--- src/design/frt_params.svh ---
`ifndef FRT_PARAMS_SVH
`define FRT_PARAMS_SVH

// Register byte addresses, one aligned word each
`define FRT_ADDR_CTL_TWO 8'h00
`define FRT_ADDR_CTL_ONE 8'h04
`define FRT_ADDR_STATUS 8'h08
`define FRT_ADDR_CAP1_HI 8'h0c
`define FRT_ADDR_CAP1_LO 8'h10
`define FRT_ADDR_CMP1_HI 8'h14
`define FRT_ADDR_CMP1_LO 8'h18
`define FRT_ADDR_CNT_HI 8'h1c
`define FRT_ADDR_CNT_LO 8'h20
`define FRT_ADDR_ACNT_HI 8'h24
`define FRT_ADDR_ACNT_LO 8'h28
`define FRT_ADDR_CAP2_HI 8'h2c
`define FRT_ADDR_CAP2_LO 8'h30
`define FRT_ADDR_CMP2_HI 8'h34
`define FRT_ADDR_CMP2_LO 8'h38

// Reset values and counter maximum
`define FRT_CTL_RESET 8'h00
`define FRT_CNT_RESET 16'hfffc
`define FRT_CMP_RESET 16'h8000
`define FRT_CNT_MAX 16'hffff

// Status bit positions
`define FRT_SR_CAP1 7
`define FRT_SR_CMP1 6
`define FRT_SR_OVF 5
`define FRT_SR_CAP2 4
`define FRT_SR_CMP2 3
`define FRT_SR_DIS 2

// Clock select codes
`define FRT_CC_DIV4 2'h0
`define FRT_CC_DIV2 2'h1
`define FRT_CC_DIV8 2'h2
`define FRT_CC_EXT 2'h3

`endif

--- src/design/frt_pkg.sv ---
package frt_pkg;

  typedef struct packed {
    logic capture_irq_enable;
    logic compare_irq_enable;
    logic overflow_irq_enable;
    logic force_level_two;
    logic force_level_one;
    logic out_level_two;
    logic capture_one_edge;
    logic out_level_one;
  } frt_ctl_one_t;

  typedef struct packed {
    logic compare_one_pin_en;
    logic compare_two_pin_en;
    logic one_pulse_select;
    logic pwm_select;
    logic clock_select_high;
    logic clock_select_low;
    logic capture_two_edge;
    logic ext_clock_edge;
  } frt_ctl_two_t;

  // Flags in status bit order 7..3
  typedef struct packed {
    logic capture_one_flag;
    logic compare_one_flag;
    logic overflow_flag;
    logic capture_two_flag;
    logic compare_two_flag;
  } frt_flags_t;

  typedef struct packed {
    frt_ctl_one_t ctl1;
    frt_ctl_two_t ctl2;
    logic timer_disable;
    frt_flags_t flags;
    frt_flags_t clr_arm;
    logic [15:0] cnt;
    logic [15:0] cap1;
    logic [15:0] cap2;
    logic [15:0] cmp1;
    logic [15:0] cmp2;
    logic cmp1_inh;
    logic cmp2_inh;
    logic [2:0] presc;
    logic tick_seen;
    logic [2:0] cap1_s;
    logic [2:0] cap2_s;
    logic [2:0] ext_s;
    logic halt_arm1;
    logic halt_arm2;
    logic halt_prev;
    logic out1;
    logic out2;
    logic out1_en;
    logic out2_en;
    logic irq;
    logic wake;
    logic [31:0] prdata;
    logic pready;
    logic pslverr;
  } frt_state_t;

endpackage : frt_pkg

--- src/design/frt_timer.sv ---
`timescale 1ns/1ps
`include "frt_params.svh"

// Contract
// In Wait the timer runs on; an enabled timer interrupt requests wake-up.
// Halt freezes the counter; interrupt wake resumes, reset restarts at reset value.
// Capture edge in Halt arms; on wake set flag and capture counter.
// Capture interrupt enable gates both capture flags onto the interrupt.
// Compare interrupt enable gates compare flags; no compare events in PWM.
// Overflow interrupt enable gates the overflow flag onto the interrupt.
// Force level two copies out level two to pin two when enabled.
// Force level one copies out level one to pin one when enabled.
// Out level two goes to pin two on match, to pin one in pulse modes.
// Capture one edge bit picks falling (0) or rising (1) trigger edge.
// Out level one goes to pin one on compare one match.
// Compare one pin enable only routes the pin; compare one stays active.
// Compare two pin enable only routes the pin; compare two stays active.
// One pulse select: capture one edge starts a pulse sized by compare one.
// PWM: pulse from compare one, period from compare two, on pin one.
// Clock select: 00 div4, 01 div2, 10 div8, 11 external pin.
// Without an external pin, external selection stops the counter.
// Capture two edge bit picks falling (0) or rising (1) trigger edge.
// External edge bit picks which external pin edge advances the counter.
// Capture flags set on capture or PWM period; clear by status read, low access.
// Compare flags set on match; clear by status read, compare low access.
// Overflow flag sets on wrap; clear via counter low, not alt counter low.
// Timer disable freezes prescaler and counter, disables both outputs.
// A flag event coinciding with its clear leaves the flag set.
module frt_timer #(
  parameter bit EXT_PIN_PRESENT = 1'b1
) (
  input wire logic mclk,
  input wire logic sys_rst,
  input wire logic psel,
  input wire logic penable,
  input wire logic pwrite,
  input wire logic [7:0] paddr,
  input wire logic [31:0] pwdata,
  output logic [31:0] prdata,
  output logic pready,
  output logic pslverr,
  input wire logic wait_mode,
  input wire logic halt_mode,
  input wire logic capture_in_one,
  input wire logic capture_in_two,
  input wire logic external_count_pin,
  output logic compare_out_one,
  output logic compare_out_one_en,
  output logic compare_out_two,
  output logic compare_out_two_en,
  output logic timer_irq,
  output logic wait_wake_req
);

  frt_pkg::frt_state_t s_ff;
  frt_pkg::frt_state_t nxt_s;

  function automatic logic edge_hit(input logic prev, input logic cur, input logic rising);
    edge_hit = rising ? (cur & ~prev) : (~cur & prev);
  endfunction : edge_hit

  function automatic logic div_hit(input logic [1:0] cc, input logic [2:0] presc);
    unique case (cc)
      `FRT_CC_DIV4: div_hit = (presc[1:0] == 2'h3);
      `FRT_CC_DIV2: div_hit = presc[0];
      `FRT_CC_DIV8: div_hit = (presc == 3'h7);
      `FRT_CC_EXT: div_hit = 1'b0;
    endcase
  endfunction : div_hit

  function automatic logic [31:0] byte_word(input logic [7:0] b);
    byte_word = {24'h000000, b};
  endfunction : byte_word

  logic [1:0] cc;
  logic run;
  logic tick;
  logic cap1_edge;
  logic cap2_edge;
  logic ext_edge;
  logic match1;
  logic match2;
  logic pwm_on;
  logic opm_on;
  logic halt_exit;
  logic done;
  logic wr_done;
  logic rd_done;
  logic mapped;
  logic [31:0] rd_val;
  logic [7:0] wb;
  frt_pkg::frt_flags_t ev;
  frt_pkg::frt_flags_t clr;

  always_comb begin
    nxt_s = s_ff;
    cc = {s_ff.ctl2.clock_select_high, s_ff.ctl2.clock_select_low};
    pwm_on = s_ff.ctl2.pwm_select;
    opm_on = s_ff.ctl2.one_pulse_select & ~pwm_on;
    wb = pwdata[7:0];
    ev = '0;
    clr = '0;

    // ****************************************
    // Pin synchronisers
    // ****************************************
    nxt_s.cap1_s = {s_ff.cap1_s[1:0], capture_in_one};
    nxt_s.cap2_s = {s_ff.cap2_s[1:0], capture_in_two};
    nxt_s.ext_s = {s_ff.ext_s[1:0], external_count_pin};
    cap1_edge = edge_hit(s_ff.cap1_s[2], s_ff.cap1_s[1], s_ff.ctl1.capture_one_edge);
    cap2_edge = edge_hit(s_ff.cap2_s[2], s_ff.cap2_s[1], s_ff.ctl2.capture_two_edge);
    ext_edge = edge_hit(s_ff.ext_s[2], s_ff.ext_s[1], s_ff.ctl2.ext_clock_edge);

    // ****************************************
    // Prescaler and counter
    // ****************************************
    // Wait mode is deliberately not looked at here
    run = ~s_ff.timer_disable & ~halt_mode;
    if (cc == `FRT_CC_EXT) begin
      tick = run & EXT_PIN_PRESENT & ext_edge;
    end else begin
      tick = run & div_hit(cc, s_ff.presc);
    end
    if (~s_ff.timer_disable) begin
      nxt_s.presc = s_ff.presc + 3'h1;
    end
    nxt_s.tick_seen = tick;
    if (tick) begin
      nxt_s.cnt = s_ff.cnt + 16'h0001;
      ev.overflow_flag = (s_ff.cnt == `FRT_CNT_MAX);
    end

    // Match only on the cycle after the counter moved into equality
    match1 = s_ff.tick_seen & ~s_ff.cmp1_inh & (s_ff.cnt == s_ff.cmp1);
    match2 = s_ff.tick_seen & ~s_ff.cmp2_inh & (s_ff.cnt == s_ff.cmp2);

    // ****************************************
    // Capture, compare and waveform modes
    // ****************************************
    halt_exit = s_ff.halt_prev & ~halt_mode;
    nxt_s.halt_prev = halt_mode;
    if (halt_mode) begin
      // Edges in Halt are only remembered
      nxt_s.halt_arm1 = s_ff.halt_arm1 | (cap1_edge & ~pwm_on & ~opm_on);
      nxt_s.halt_arm2 = s_ff.halt_arm2 | cap2_edge;
    end else begin
      nxt_s.halt_arm1 = 1'b0;
      nxt_s.halt_arm2 = 1'b0;
      if (halt_exit && s_ff.halt_arm1) begin
        nxt_s.cap1 = s_ff.cnt;
        ev.capture_one_flag = 1'b1;
      end
      if (halt_exit && s_ff.halt_arm2) begin
        nxt_s.cap2 = s_ff.cnt;
        ev.capture_two_flag = 1'b1;
      end
      if (cap2_edge) begin
        nxt_s.cap2 = s_ff.cnt;
        ev.capture_two_flag = 1'b1;
      end
    end

    if (pwm_on) begin
      if (match1) begin
        nxt_s.out1 = s_ff.ctl1.out_level_one;
      end
      if (match2) begin
        nxt_s.out1 = s_ff.ctl1.out_level_two;
        nxt_s.cnt = `FRT_CNT_RESET;
        ev.capture_one_flag = 1'b1;
      end
    end else if (opm_on) begin
      if (cap1_edge && !halt_mode) begin
        nxt_s.cap1 = s_ff.cnt;
        nxt_s.cnt = `FRT_CNT_RESET;
        nxt_s.out1 = s_ff.ctl1.out_level_two;
        ev.capture_one_flag = 1'b1;
      end else if (match1) begin
        nxt_s.out1 = s_ff.ctl1.out_level_one;
      end
      ev.compare_two_flag = match2;
    end else begin
      if (cap1_edge && !halt_mode) begin
        nxt_s.cap1 = s_ff.cnt;
        ev.capture_one_flag = 1'b1;
      end
      ev.compare_one_flag = match1;
      ev.compare_two_flag = match2;
      if (match1 || s_ff.ctl1.force_level_one) begin
        nxt_s.out1 = s_ff.ctl1.out_level_one;
      end
      if (match2 || s_ff.ctl1.force_level_two) begin
        nxt_s.out2 = s_ff.ctl1.out_level_two;
      end
    end
    nxt_s.out1_en = s_ff.ctl2.compare_one_pin_en & ~s_ff.timer_disable;
    nxt_s.out2_en = s_ff.ctl2.compare_two_pin_en & ~s_ff.timer_disable;

    // ****************************************
    // APB slave
    // ****************************************
    // One wait state: pready rises in the second access cycle
    done = psel & penable & s_ff.pready;
    wr_done = done & pwrite;
    rd_done = done & ~pwrite;
    nxt_s.pready = psel & penable & ~s_ff.pready;
    mapped = 1'b1;
    unique case (paddr)
      `FRT_ADDR_CTL_TWO: rd_val = byte_word(s_ff.ctl2);
      `FRT_ADDR_CTL_ONE: rd_val = byte_word(s_ff.ctl1);
      `FRT_ADDR_STATUS: rd_val = byte_word({s_ff.flags, s_ff.timer_disable, 2'h0});
      `FRT_ADDR_CAP1_HI: rd_val = byte_word(s_ff.cap1[15:8]);
      `FRT_ADDR_CAP1_LO: rd_val = byte_word(s_ff.cap1[7:0]);
      `FRT_ADDR_CMP1_HI: rd_val = byte_word(s_ff.cmp1[15:8]);
      `FRT_ADDR_CMP1_LO: rd_val = byte_word(s_ff.cmp1[7:0]);
      `FRT_ADDR_CNT_HI: rd_val = byte_word(s_ff.cnt[15:8]);
      `FRT_ADDR_CNT_LO: rd_val = byte_word(s_ff.cnt[7:0]);
      `FRT_ADDR_ACNT_HI: rd_val = byte_word(s_ff.cnt[15:8]);
      `FRT_ADDR_ACNT_LO: rd_val = byte_word(s_ff.cnt[7:0]);
      `FRT_ADDR_CAP2_HI: rd_val = byte_word(s_ff.cap2[15:8]);
      `FRT_ADDR_CAP2_LO: rd_val = byte_word(s_ff.cap2[7:0]);
      `FRT_ADDR_CMP2_HI: rd_val = byte_word(s_ff.cmp2[15:8]);
      `FRT_ADDR_CMP2_LO: rd_val = byte_word(s_ff.cmp2[7:0]);
      default: begin
        rd_val = 32'h00000000;
        mapped = 1'b0;
      end
    endcase
    if (psel && penable && !s_ff.pready) begin
      nxt_s.prdata = pwrite ? 32'h00000000 : rd_val;
      nxt_s.pslverr = ~mapped;
    end else begin
      nxt_s.prdata = 32'h00000000;
      nxt_s.pslverr = 1'b0;
    end

    if (rd_done && paddr == `FRT_ADDR_STATUS) begin
      nxt_s.clr_arm = s_ff.flags;
    end
    if (done) begin
      clr.capture_one_flag = s_ff.clr_arm.capture_one_flag & (paddr == `FRT_ADDR_CAP1_LO);
      clr.compare_one_flag = s_ff.clr_arm.compare_one_flag & (paddr == `FRT_ADDR_CMP1_LO);
      clr.overflow_flag = s_ff.clr_arm.overflow_flag & (paddr == `FRT_ADDR_CNT_LO);
      clr.capture_two_flag = s_ff.clr_arm.capture_two_flag & (paddr == `FRT_ADDR_CAP2_LO);
      clr.compare_two_flag = s_ff.clr_arm.compare_two_flag & (paddr == `FRT_ADDR_CMP2_LO);
      nxt_s.clr_arm = nxt_s.clr_arm & ~clr;
    end

    if (wr_done) begin
      unique case (paddr)
        `FRT_ADDR_CTL_TWO: nxt_s.ctl2 = wb;
        `FRT_ADDR_CTL_ONE: nxt_s.ctl1 = wb;
        `FRT_ADDR_STATUS: nxt_s.timer_disable = wb[`FRT_SR_DIS];
        `FRT_ADDR_CMP1_HI: begin
          nxt_s.cmp1[15:8] = wb;
          nxt_s.cmp1_inh = 1'b1;
        end
        `FRT_ADDR_CMP1_LO: begin
          nxt_s.cmp1[7:0] = wb;
          nxt_s.cmp1_inh = 1'b0;
        end
        `FRT_ADDR_CMP2_HI: begin
          nxt_s.cmp2[15:8] = wb;
          nxt_s.cmp2_inh = 1'b1;
        end
        `FRT_ADDR_CMP2_LO: begin
          nxt_s.cmp2[7:0] = wb;
          nxt_s.cmp2_inh = 1'b0;
        end
        `FRT_ADDR_CNT_LO, `FRT_ADDR_ACNT_LO: nxt_s.cnt = `FRT_CNT_RESET;
        default: nxt_s.cnt = nxt_s.cnt;
      endcase
    end

    // ****************************************
    // Flags and interrupt
    // ****************************************
    // Set beats clear so a coincident event survives
    nxt_s.flags = ev | (s_ff.flags & ~clr);
    nxt_s.irq = (s_ff.ctl1.capture_irq_enable
                 & (nxt_s.flags.capture_one_flag | nxt_s.flags.capture_two_flag))
              | (s_ff.ctl1.compare_irq_enable
                 & (nxt_s.flags.compare_one_flag | nxt_s.flags.compare_two_flag))
              | (s_ff.ctl1.overflow_irq_enable & nxt_s.flags.overflow_flag);
    nxt_s.wake = nxt_s.irq & wait_mode;
  end

  always_ff @(posedge mclk) begin
    if (sys_rst) begin
      s_ff <= '0;
      s_ff.cnt <= `FRT_CNT_RESET;
      s_ff.cmp1 <= `FRT_CMP_RESET;
      s_ff.cmp2 <= `FRT_CMP_RESET;
    end else begin
      s_ff <= nxt_s;
    end
  end

  assign prdata = s_ff.prdata;
  assign pready = s_ff.pready;
  assign pslverr = s_ff.pslverr;
  assign compare_out_one = s_ff.out1;
  assign compare_out_one_en = s_ff.out1_en;
  assign compare_out_two = s_ff.out2;
  assign compare_out_two_en = s_ff.out2_en;
  assign timer_irq = s_ff.irq;
  assign wait_wake_req = s_ff.wake;

endmodule : frt_timer

--- config.mk ---
export PLATFORM = sky130hd
export DESIGN_NAME = frt_timer
export DESIGN_NICKNAME = d
export VERILOG_FILES = /design/src/design/frt_pkg.sv /design/src/design/frt_timer.sv
export VERILOG_INCLUDE_DIRS = /design/src /design/src/design
export SDC_FILE = /design/constraint.sdc
export NUM_CORES = 1
export LEC_CHECK = 0
export BUFFER_PORTS_ARGS = -buffer_cell sky130_fd_sc_hd__buf_2
export CORE_ASPECT_RATIO = 1.2
export CORE_MARGIN = 2
export CORE_UTILIZATION = 53
export CTS_CLUSTER_SIZE = 8
export DETAILED_ROUTE_END_ITERATION = 10
export PLACE_DENSITY = 0.77
export SLEW_MARGIN = 20
export SYNTH_ARGS = -nofsm -noshare
export SYNTH_HDL_FRONTEND = slang
export SYNTH_SLANG_ARGS = --single-unit
export TNS_END_PERCENT = 10
--- constraint.sdc ---
create_clock -name mclk -period 2.4 [get_ports mclk]
set_clock_uncertainty 0.15 [all_clocks]
set_input_delay 0.48 -clock mclk [delete_from_list [all_inputs] [get_ports mclk]]
set_output_delay 0.48 -clock mclk [all_outputs]
set_load 0.005 [all_outputs]
## Word level (Yosys, flattened, before mapping)

Index checks and enable logic that the tools add are counted.
Widths: inputs -> output; s select.

| word-level totals | value |
|---|---|
| bits in registers | 165 |
| latch bits | 0 |
| bits in writable memories | 0 |
| memory bits (read-only) | 0 |
| bits of input ports | 50 |
| output and inout port bits | 40 |
| word-level logic and storage cells | 215 |
| memories | 0 |

| cells by class | value |
|---|---|
| add/sub/neg operators | 2 |
| multiply operators | 0 |
| div/mod/pow operators | 0 |
| magnitude comparators | 0 |
| equality and inequality tests | 22 |
| shift operators | 0 |
| muxes and demuxes | 45 |
| bitwise logic cells | 60 |
| reductions and logical operators | 33 |

Operators by type and width:

| cell | count |
|---|---|
| $mux 16 | 12 |
| $pmux 8 s13 | 1 |
| $mux 32 | 2 |
| $eq 8x6->1 const B | 7 |
| $and 1x1->1 | 33 |
| $eq 16x16->1 | 2 |
| $eq 8x5->1 const B | 4 |
| $mux 1 | 24 |
| $reduce_and 2->1 | 10 |
| $add 16x1->16 const B | 1 |
| $eq 16x16->1 const B | 1 |
| $eq 8x4->1 const B | 2 |
| $not 1->1 | 16 |
| $mux 5 | 3 |
| $reduce_or 15->1 | 1 |
| $and 5x5->5 | 2 |
| $not 5->5 | 2 |
| $eq 8x3->1 const B | 1 |
| $logic_not 8->1 | 1 |
| $reduce_or 2->1 | 4 |
| $eq 2x2->1 const B | 3 |
| $logic_and 1x1->1 | 6 |
| $or 1x1->1 | 6 |
| $reduce_bool 2->1 | 3 |
| 12 further kinds | 15 |

## Depth between registers and ports, before layout

Gate-level depths: netlist of the first run.

| depth | value |
|---|---|
| word-level depth | 13 |
| depth in mapped cells | 9 |
| mapped depth without buffers | 8 |

## Worst setup path before layout of the first run

OpenSTA, ideal clock, no wires.

| path | value |
|---|---|
| path type | register -> register |
| from | register s_ff (netlist bit cc[0]) |
| to | register s_ff[135] (netlist name) |
| library setup time | 0.119 ns |
| arrival | 1.981 ns |
| required time | 2.131 ns |
| slack | 0.150 ns |
| cell stages (with the launch flop) | 9 |
| period minus slack after synthesis | 2.250 ns |
| cell sequence | dfxtp_1 inv_1 ha_1 nor2b_1 or4_4 a211oi_4 nand4_1 xor2_1 nand2_1 |

| on the way | value |
|---|---|
| longest elaborated chain between the ends | 11 |
| elaborated cells on any way between the ends | 15 |
| those cells by class | eq/ne: 3; mux: 10; bitwise: 1; reduce/logical: 1 |

RTL lines:

| what | RTL line | source |
|---|---|---|
| start: declaration | frt_timer.sv:55 | `frt_pkg::frt_state_t s_ff;` |
| start signal: assignment | frt_timer.sv:295 | `s_ff <= nxt_s;` |
| $eq 2x2->1, or another cell as far along | frt_timer.sv:63 | `unique case (cc)` |
| $pmux 1 s3 | frt_timer.sv:63 |  |
| $mux 1 | frt_timer.sv:119 | `` if (cc == `FRT_CC_EXT) begin `` |
| $and 1x1->1 | frt_timer.sv:122 | `tick = run & div_hit(cc, s_ff.presc);` |
| $mux 1 (*) | frt_timer.sv:119 |  |
| $mux 16 (*) | frt_timer.sv:128 | `if (tick) begin` |
| $mux 32 | frt_timer.sv:173 | `if (cap1_edge && !halt_mode) begin` |
| $mux 16 | frt_timer.sv:172 | `end else if (opm_on) begin` |
| $mux 16 (*) | frt_timer.sv:163 | `if (pwm_on) begin` |
| $mux 16 | frt_timer.sv:250 | `unique case (paddr)` |
| $mux 16 (*) | frt_timer.sv:249 | `if (wr_done) begin` |

Mark *: on every way between the ends. The rest lies on a longest branch, timed or not. The select of a mux whose other input is x is not followed.
A chain may end at the register's enable or synchronous reset.

## Final worst setup path of the first run

| path | value |
|---|---|
| from | register s_ff (netlist bit cc[0]) |
| to | register s_ff[136] (netlist name) |

Same word-level chain as after synthesis.

==> results of run 1 <==
-- per-stage QoR --
stage | worst slack [ns] | hold WS (ns)
after floorplan | 0.1499 | 0.2638
after global placement | 0.01851 | 0.2661
after detailed placement | 0.01648 | 0.2739
after CTS | 0.01318 | 0.09268
after global routing | -0.03092 | 0.1135
final | 0.05090 | 0.1079
-- per-layer routing --
layer	up-vias	GRT usage
li1	2812	-
met3	77	0.07440
met4	0	0.1698
met2	300	0.4749
met5	-	0
met1	2850	0.3813
-- cells by family after synthesis --
logic type                 count (synthesis)  synth area share
muxes                                     88            0.1253
adders and majority gates                  6           0.01059
and+or+nand+nor                          284            0.2002
other                                      1         0.0005288
xor gates and xnor gates                  47           0.05910
AOI/OAI and AO/OA                        125            0.1223
DFF                                      141            0.3980
buffers and inverters                    103           0.08398
-- path summary, 6_finish.rpt --
check,endpoint,slack [ns]
hold / removal,wait_wake_req,0.11
hold reg to reg,nxt_s[51],0.28
setup / recovery,s_ff[136],0.05
setup reg to reg,s_ff[136],0.05
-- layout by cell type (no fill, tap or decap), types with 4 or more instances in the layout --
cell,netlist,routed
nor2_1,91,91
conb_1,1,24
a31oi_1,10,10
a22o_1,8,8
ha_4,0,4
nor2b_1,15,15
nand3_1,22,22
mux2i_1,82,82
and3_1,10,9
o21ai_0,21,21
inv_1,10,9
and2_1,15,15
buf_12,0,14
buf_2,28,40
o22ai_1,4,4
nand3b_1,4,4
nand2_1,79,79
buf_4,36,50
nor4_1,7,7
mux2_2,6,6
nand4_1,4,4
xnor2_1,5,4
a22oi_1,15,15
a21oi_1,30,30
clkinvlp_4,0,5
nor3_1,7,7
xor2_1,41,41
dfxtp_1,141,138
clkbuf_16,0,17
-- flip-flops by register name, indices dropped and copies added, names as in the netlist --
signal              count
s_ff                  116
prdata                  8
nxt_s                   6
cc                      2
compare_out_one         1
compare_out_one_en      1
compare_out_two         1
compare_out_two_en      1
pready                  1
pslverr                 1
pwm_on                  1
timer_irq               1
wait_wake_req           1
-- final cells by class --
type | count | share of cell area
well taps | 168 | 0.02507
repair buffers | 105 | 0.1034
flip-flops and latches | 141 | 0.3371
clock inverters | 13 | 0.01999
inverters | 10 | 0.004476
multi-input cells | 574 | 0.4584
clock buffers | 19 | 0.05163
-- where the power goes --
| group | total [mW] | switching, mW | internal (mW) |
|---|---|---|---|
| Sequential | 2.38 | 0.0159 | 2.37 |
| Clock | 2.67 | 1.03 | 1.64 |
| Combinational | 0.278 | 0.179 | 0.0985 |
| Total | 5.33 | 1.23 | 4.10 |
-- timing repair --
action	CTS	global route
setup endpoints to repair	0	13
gates resized for setup	0	15
buffers inserted	0	2
-- critical path, delay by kind of cell (launching register included) --
family          cells  cell delay [ns]
simple gates        3             0.76
flops               1             0.36
compound gates      2             0.30
fa+ha+maj           1             0.26
buf+inv             2             0.21
xor+xnor            1             0.18
==> impl_metrics.env, run 1 <==
export IMPL_wl_met2_um=9464
export IMPL_diodes=0
export IMPL_path_class="reg -> reg"
export IMPL_vias_per_cell=5.863
export IMPL_grt_pass1_vias=5798
export IMPL_grt_start_max_net_pins=106
export IMPL_tritoncts="yes"
export IMPL_yosys_cell_types_count=71
export IMPL_worstHoldPathType="in -> reg"
export IMPL_ctsHoldBuffers=0
export IMPL_vdd_drop_max_mv=0.7316
export IMPL_synth_flop_cell="dfxtp_1"
export IMPL_finalInstanceArea_mm2=0.008386
export IMPL_nets=905
export IMPL_hold_start="wait_mode"
export IMPL_top_layer_used="met4"
export IMPL_start_kind="flip-flop"
export IMPL_drive_gt1_frac=0.2019
export IMPL_routed_wl_um=20830
export IMPL_antenna_left=0
export IMPL_grt_ovfl_total=0
export IMPL_setup_tns_ns=0
export IMPL_seq_area_mm2=0.002826
export IMPL_place_gp_congestion=0.9585
export IMPL_drtPass1Iterations=5
export IMPL_max_cap_violations=0
export IMPL_min_path_cells=3
export IMPL_cts_root_buf="clkbuf_16"
export IMPL_slew_violations=0
export IMPL_yosys_warnings=0
export IMPL_rsz0062_at_grt="yes"
export IMPL_synth_edff_count=0
export IMPL_drt_iter0_markers=495
export IMPL_cts_max_level=4
export IMPL_final_cells=1030
export IMPL_wl_met1_um=8490
export IMPL_die_y_um=130.7
export IMPL_finalSetupViolCount=0
export IMPL_grt_pass1_wl_um=32010
export IMPL_async_reset_ff_frac=0
export IMPL_synth_top_area_frac=0.3980
export IMPL_cp_arrival_ns=2.51
export IMPL_antenna_found_initial=0
export IMPL_multiInputGateArea_mm2=0.003844
export IMPL_worstPathRequired_ns=2.56
export IMPL_cts_sinks=141
export IMPL_fmax_mhz=425.7
export IMPL_reg2regPathDepth=9
export IMPL_ioPinCount=90
export IMPL_cts_buffer_depth=2
export IMPL_post_route_util=0.6390
export IMPL_cp_max_fo=7
export IMPL_dp_hpwl_um=14910
export IMPL_p_leak_nw=3.071
export IMPL_die_x_um=109.6
export IMPL_drc=0
export IMPL_design_die_area_mm2=0.01433
export IMPL_period_share=0.9788
export IMPL_syn_to_final_growth_pct=18.24
export IMPL_initial_core_util=0.5404
export IMPL_path_cells="inv_2, ha_4, a221oi_2, or4_4, a211oi_4, buf_12, nand2_1, xor2_1, nand2_1"
export IMPL_insertion_delay_ns=0.43
export IMPL_hold_viol_final=0
export IMPL_ys_seq_area_frac=0.3980
export IMPL_cpMostUsedCell="nand2_1"
export IMPL_syn_cell_area_mm2=0.007092
export IMPL_tightestPinTransition_ns=0.6994
export IMPL_power_density_mw_per_mm2=635.3
export IMPL_placed_area_mm2=0.007694
export IMPL_cp_slowest_cell="or4_4"
export IMPL_synth_common_cells="dfxtp_1, nor2_1, mux2i_1"
export IMPL_synth_area_per_cell_um2=8.921
export IMPL_dp_cells=996
export IMPL_core_mm2=0.01312
export IMPL_grt_use_total=0.3032
export IMPL_endpoint_kind="flip-flop"
export IMPL_critPathMaxStageDelay_ns=0.60
export IMPL_r2r_start="cc[0]"
export IMPL_total_power_mw=5.328
export IMPL_period_needed_ns=2.349
export IMPL_dr_total_vias=6039
export IMPL_outcome="finished, final reports clean"
export IMPL_startpoint="cc[0]"
export IMPL_synth_seq_cells=141
export IMPL_synth_most_common_cell="dfxtp_1"
export IMPL_route_met3_wl_um=1762
export IMPL_io_buffers=41
export IMPL_max_slew_margin_rel=0.5331
export IMPL_synthCells=795
export IMPL_cts_buffers=17
export IMPL_yosysTopAreaCell="dfxtp_1"
export IMPL_row_count=46
export IMPL_routedWlPerCell_um=20.22
export IMPL_fillCellCount=1119
export IMPL_synth_area_leaders="dfxtp_1, mux2i_1, xor2_1, nor2_1, nand2_1"
export IMPL_clk_pin_slew_worst_paths_ns=0.06
(Power assumes the default switching activity.)
==> inputs of run 2 (changes only) <==
--- a/config.mk
+++ b/config.mk
@@ -10,6 +10,7 @@
 export CORE_ASPECT_RATIO = 1.2
 export CORE_MARGIN = 2
 export CORE_UTILIZATION = 53
+export CTS_BUF_LIST = sky130_fd_sc_hd__clkbuf_4 sky130_fd_sc_hd__clkbuf_8 sky130_fd_sc_hd__clkbuf_16
 export CTS_CLUSTER_SIZE = 8
 export DETAILED_ROUTE_END_ITERATION = 10
 export PLACE_DENSITY = 0.77
==> run 2 against run 1 <==
Critical path depth did not move; largest power group unchanged; sequential power barely moved; routed wire length decreased by 0.30%.
==> impl_metrics.env, run 2 (synthesis results as in run 1) <==
export IMPL_period_share=0.9783
export IMPL_antenna_found_initial=0
export IMPL_cp_max_fo=7
export IMPL_drc=0
export IMPL_start_kind="flip-flop"
export IMPL_path_class="reg -> reg"
export IMPL_vias_per_cell=5.890
export IMPL_slew_violations=0
export IMPL_fin_ws_ns=0.05201
export IMPL_die_x_um=109.6
export IMPL_grt_start_max_net_pins=106
export IMPL_syn_to_final_growth_pct=18.35
export IMPL_vdd_drop_max_mv=0.7322
export IMPL_clk_pin_slew_worst_paths_ns=0.06
export IMPL_tightestPinTransition_ns=0.6747
export IMPL_routed_wl_um=20760
export IMPL_p_leak_nw=3.078
export IMPL_dp_hpwl_um=14910
export IMPL_dr_total_vias=6067
export IMPL_insertion_delay_ns=0.43
export IMPL_finalSetupViolCount=0
export IMPL_tritoncts="yes"
export IMPL_fmax_mhz=425.9
export IMPL_antenna_left=0
export IMPL_ctsHoldBuffers=0
export IMPL_seq_area_mm2=0.002826
export IMPL_ioPinCount=90
export IMPL_worstHoldPathType="in -> reg"
export IMPL_regMostFlops="s_ff"
export IMPL_endpoint_kind="flip-flop"
export IMPL_fillCellCount=1114
export IMPL_pre_cts_slack_ns=0.01648
export IMPL_largest_reg_flops=116
export IMPL_grt_use_total=0.3033
export IMPL_die_y_um=130.7
export IMPL_design_die_area_mm2=0.01433
export IMPL_final_cell_mix="dfxtp_1, nor2_1, mux2i_1"
export IMPL_outcome="finished, final reports clean"
export IMPL_core_mm2=0.01312
export IMPL_cp_arrival_ns=2.52
export IMPL_cts_max_level=4
export IMPL_rsz0062_at_grt="yes"
export IMPL_multiInputGateArea_mm2=0.003844
export IMPL_cts_root_buf="clkbuf_16"
export IMPL_place_gp_congestion=0.9585
export IMPL_io_buffers=41
export IMPL_layout_commonest_cell="dfxtp_1"
export IMPL_hold_viol_final=0
export IMPL_power_density_mw_per_mm2=637.1
export IMPL_cts_buffer_depth=2
export IMPL_routedWlPerCell_um=20.16
export IMPL_hold_slack_ns=0.1090
export IMPL_cts_sinks=141
export IMPL_grt_pass1_wl_um=32030
export IMPL_max_cap_violations=0
export IMPL_nets=905
export IMPL_drt_iter0_markers=459
export IMPL_max_slew_margin_rel=0.5496
export IMPL_drtPass1Iterations=5
export IMPL_grt_ovfl_total=0
export IMPL_worstPathRequired_ns=2.57
export IMPL_drive_gt1_frac=0.2042
export IMPL_cts_buffers=17
export IMPL_initial_core_util=0.5404
export IMPL_grt_pass1_vias=5796
export IMPL_row_count=46
export IMPL_diodes=0
export IMPL_period_needed_ns=2.348
run 2: cell types whose count changed in the layout (fill, tap and decap cells not counted):
| cell | previous run | this run |
|---|---|---|
| clkbuf_4 | 0 | 2 |
| clkbuf_1 | 2 | 0 |
run 2: repair_timing:
| action | 4_1_cts | 5_1_grt |
|---|---|---|
| setup buffers | 0 | 2 |
| resized for setup | 0 | 15 |
| endpoints found under the setup margin | 0 | 13 |
run 2: layout make-up:
type | instances | share of cell area
multi-input combinational | 574 | 0.4580
clock buffer | 19 | 0.05247
sequential | 141 | 0.3368
tap | 168 | 0.02504
clock inverter | 13 | 0.01998
inverter | 10 | 0.004472
timing repair buffer | 105 | 0.1033
run 2: report_power, final:
group / switching, mW / internal (mW) / total, mW / leakage [nW]
Clock: 1.03 / 1.66 / 2.69 / 0.283
Combinational: 0.180 / 0.0982 / 0.278 / 1.65
Sequential: 0.0157 / 2.37 / 2.38 / 1.14
Total: 1.22 / 4.12 / 5.35 / 3.08
run 2: layer usage:
metal,GRT usage,share of wire,vias up
li1,-,-,2811
met2,0.4742,0.45,313
met5,0,0,-
met1,0.3822,0.41,2857
met3,0.07440,0.078,86
met4,0.1698,0.060,0
run 2: path summary, 6_finish.rpt:
| kind | cells past startpoint | slack (ns) | from | endpoint |
|---|---|---|---|---|
| max reg2reg | 9 | 0.05 | cc[0] | s_ff[130] |
| min reg2reg | 1 | 0.28 | nxt_s[50] | nxt_s[51] |
| max | 9 | 0.05 | cc[0] | s_ff[130] |
| min | 3 | 0.11 | wait_mode | wait_wake_req |
run 2: worst max-delay path: stages, from the launching register on:
cell,delay (ns)
dfxtp_2,0.36
inv_2,0.05
ha_4,0.26
a221oi_2,0.03
or4_4,0.60
a211oi_4,0.27
buf_12,0.16
and3_4,0.19
xnor2_2,0.10
nand2_1,0.06
run 2: stage by stage:
| step | util | TNS, ns | instance area, µm² | std cells | total power, mW |
|---|---|---|---|---|---|
| 2_1_floorplan | - | 0 | 7178 | 818 | 2.604 |
| 3_3_place_gp | 0.5863 | 0 | 7694 | 996 | 2.696 |
| 3_5_place_dp | 0.5863 | 0 | 7694 | 996 | 2.700 |
| 4_1_cts | 0.6326 | 0 | 8302 | 1028 | 5.370 |
| 5_1_grt | 0.6396 | -0.1979 | 8393 | 1030 | 5.494 |
| 6_report | 0.6396 | 0 | 8393 | 1030 | 5.348 |
==> inputs of run 3 (changes only) <==
--- a/config.mk
+++ b/config.mk
@@ -9,11 +9,11 @@
 export BUFFER_PORTS_ARGS = -buffer_cell sky130_fd_sc_hd__buf_2
 export CORE_ASPECT_RATIO = 1.2
 export CORE_MARGIN = 2
-export CORE_UTILIZATION = 53
+export CORE_UTILIZATION = 51
 export CTS_BUF_LIST = sky130_fd_sc_hd__clkbuf_4 sky130_fd_sc_hd__clkbuf_8 sky130_fd_sc_hd__clkbuf_16
 export CTS_CLUSTER_SIZE = 8
 export DETAILED_ROUTE_END_ITERATION = 10
-export PLACE_DENSITY = 0.77
+export PLACE_DENSITY = 0.74
 export SLEW_MARGIN = 20
 export SYNTH_ARGS = -nofsm -noshare
 export SYNTH_HDL_FRONTEND = slang
==> run 3 against run 2 <==
Largest power group unchanged; register-to-register slack about the same; non-clock buffer count up 6; die area up 3.8%; clock-buffer cell count down 2; worst setup slack worse by 0.0084 ns; sequential power about the same; clock power down 4%; critical path type unchanged.
==> impl_metrics.env, run 3 (synthesis results as in run 1) <==
export IMPL_worstHoldPathType="in -> reg"
export IMPL_regMostFlops="s_ff"
export IMPL_drtPass1Iterations=7
export IMPL_path_class="reg -> reg"
export IMPL_drc=0
export IMPL_diodes=0
export IMPL_pre_cts_slack_ns=0.02363
export IMPL_start_kind="flip-flop"
export IMPL_vias_per_cell=5.825
export IMPL_routed_wl_um=21190
export IMPL_drive_gt1_frac=0.2085
export IMPL_antenna_left=0
export IMPL_die_x_um=111.6
export IMPL_cts_root_buf="clkbuf_16"
export IMPL_placed_area_mm2=0.007736
export IMPL_hold_slack_ns=0.1046
export IMPL_syn_to_final_growth_pct=18.19
export IMPL_grt_use_total=0.2908
export IMPL_place_gp_congestion=0.9823
export IMPL_grt_pass1_wl_um=33110
export IMPL_drt_iter0_markers=638
export IMPL_final_cell_mix="dfxtp_1, nor2_1, mux2i_1"
export IMPL_ioPinCount=90
export IMPL_row_count=47
export IMPL_p_leak_nw=3.095
export IMPL_cts_buffers=17
export IMPL_cts_sinks=141
export IMPL_grt_start_max_net_pins=53
export IMPL_route_met3_wl_um=1453
export IMPL_tritoncts="yes"
export IMPL_design_die_area_mm2=0.01487
export IMPL_total_power_mw=5.256
export IMPL_outcome="finished, final reports clean"
export IMPL_vdd_drop_max_mv=0.6148
export IMPL_hold_viol_final=0
export IMPL_fin_ws_ns=0.04356
export IMPL_finalInstanceArea_mm2=0.008382
export IMPL_endpoint_kind="flip-flop"
export IMPL_cp_max_fo=3
export IMPL_dr_total_vias=6052
export IMPL_cp_arrival_ns=2.57
export IMPL_wl_met1_um=8777
export IMPL_period_share=0.9819
export IMPL_dp_hpwl_um=15430
export IMPL_tightestPinTransition_ns=0.7738
export IMPL_finalSetupViolCount=0
export IMPL_io_buffers=41
export IMPL_max_slew_margin_rel=0.4841
export IMPL_layout_commonest_cell="dfxtp_1"
export IMPL_insertion_delay_ns=0.43
export IMPL_clk_pin_slew_worst_paths_ns=0.06
export IMPL_routedWlPerCell_um=20.40
export IMPL_core_mm2=0.01370
export IMPL_antenna_found_initial=0
export IMPL_slew_violations=0
export IMPL_wl_met2_um=10030
export IMPL_cts_buffer_depth=2
export IMPL_largest_reg_flops=116
export IMPL_max_cap_violations=0
export IMPL_top_layer_used="met4"
export IMPL_grt_pass1_vias=5836
export IMPL_worstPathRequired_ns=2.61
export IMPL_fmax_mhz=424.4
export IMPL_initial_core_util=0.5176
export IMPL_period_needed_ns=2.356
export IMPL_cts_max_level=4
export IMPL_die_y_um=133.2
export IMPL_nets=911
export IMPL_grt_ovfl_total=0
export IMPL_power_density_mw_per_mm2=627.1
## run 3: cell types whose count changed in the layout (fill, tap and decap cells not counted), moves of 2 or more
cell	change
buf_4	+7
bufinv_16	-2
clkbuf_4	-2
clkinvlp_4	-3
ha_2	+2
ha_4	-2
inv_6	+2
inv_8	+4
## run 3: area by class of cell
type / count / area (µm²)
tap: 171 / 214.0
inverter: 10 / 37.54
clock inverter: 15 / 156.4
fill: 1186 / 5320
multi-input combinational: 574 / 3822
clock buffer: 17 / 425.4
sequential: 141 / 2826
timing repair buffer: 111 / 899.6
## run 3: through the flow
step / TNS (ns) / utilization / instances
floorplan: 0 / - / 818
global placement: 0 / 0.5646 / 1005
detailed placement: 0 / 0.5646 / 1005
CTS: 0 / 0.6074 / 1037
global route: -0.1198 / 0.6117 / 1039
finish: 0 / 0.6117 / 1039
## run 3: path summary, 6_finish.rpt
check / to / slack (ns) / cells after the start / from
worst min-delay path: nxt_s[50] / 0.10 / 2 / capture_in_one
worst max-delay path: wait_wake_req / 0.04 / 9 / cc[0]
worst max register to register: wait_wake_req / 0.04 / 9 / cc[0]
worst min register to register: nxt_s[45] / 0.29 / 1 / nxt_s[44]
## run 3: layer usage
layer / vias up / track usage
li1: 2815 / -
met1: 2894 / 0.3777
met2: 277 / 0.4643
met3: 66 / 0.05687
met4: 0 / 0.1433
met5: - / 0
## run 3: timing repair
action	4_1_cts	5_1_grt
endpoints found under the hold margin	0	0
hold buffers	0	0
gates resized for setup	1	10
endpoints found under the setup margin	1	8
buffers inserted	0	2
pin swaps	0	8
## run 3: critical path: stages, from the launching register on
cell and delay (ns):
dfxtp_2 0.36, inv_1 0.08, ha_4 0.27, a221oi_2 0.04, or4_4 0.57, buf_4 0.17
a211oi_2 0.26, a21bo_2 0.17, nand2_1 0.08, a31oi_1 0.14
## run 3: power by group
part	switching (mW)	internal (mW)
Combinational	0.182	0.102
Sequential	0.0157	2.37
Clock	1.13	1.46
Total	1.32	3.93
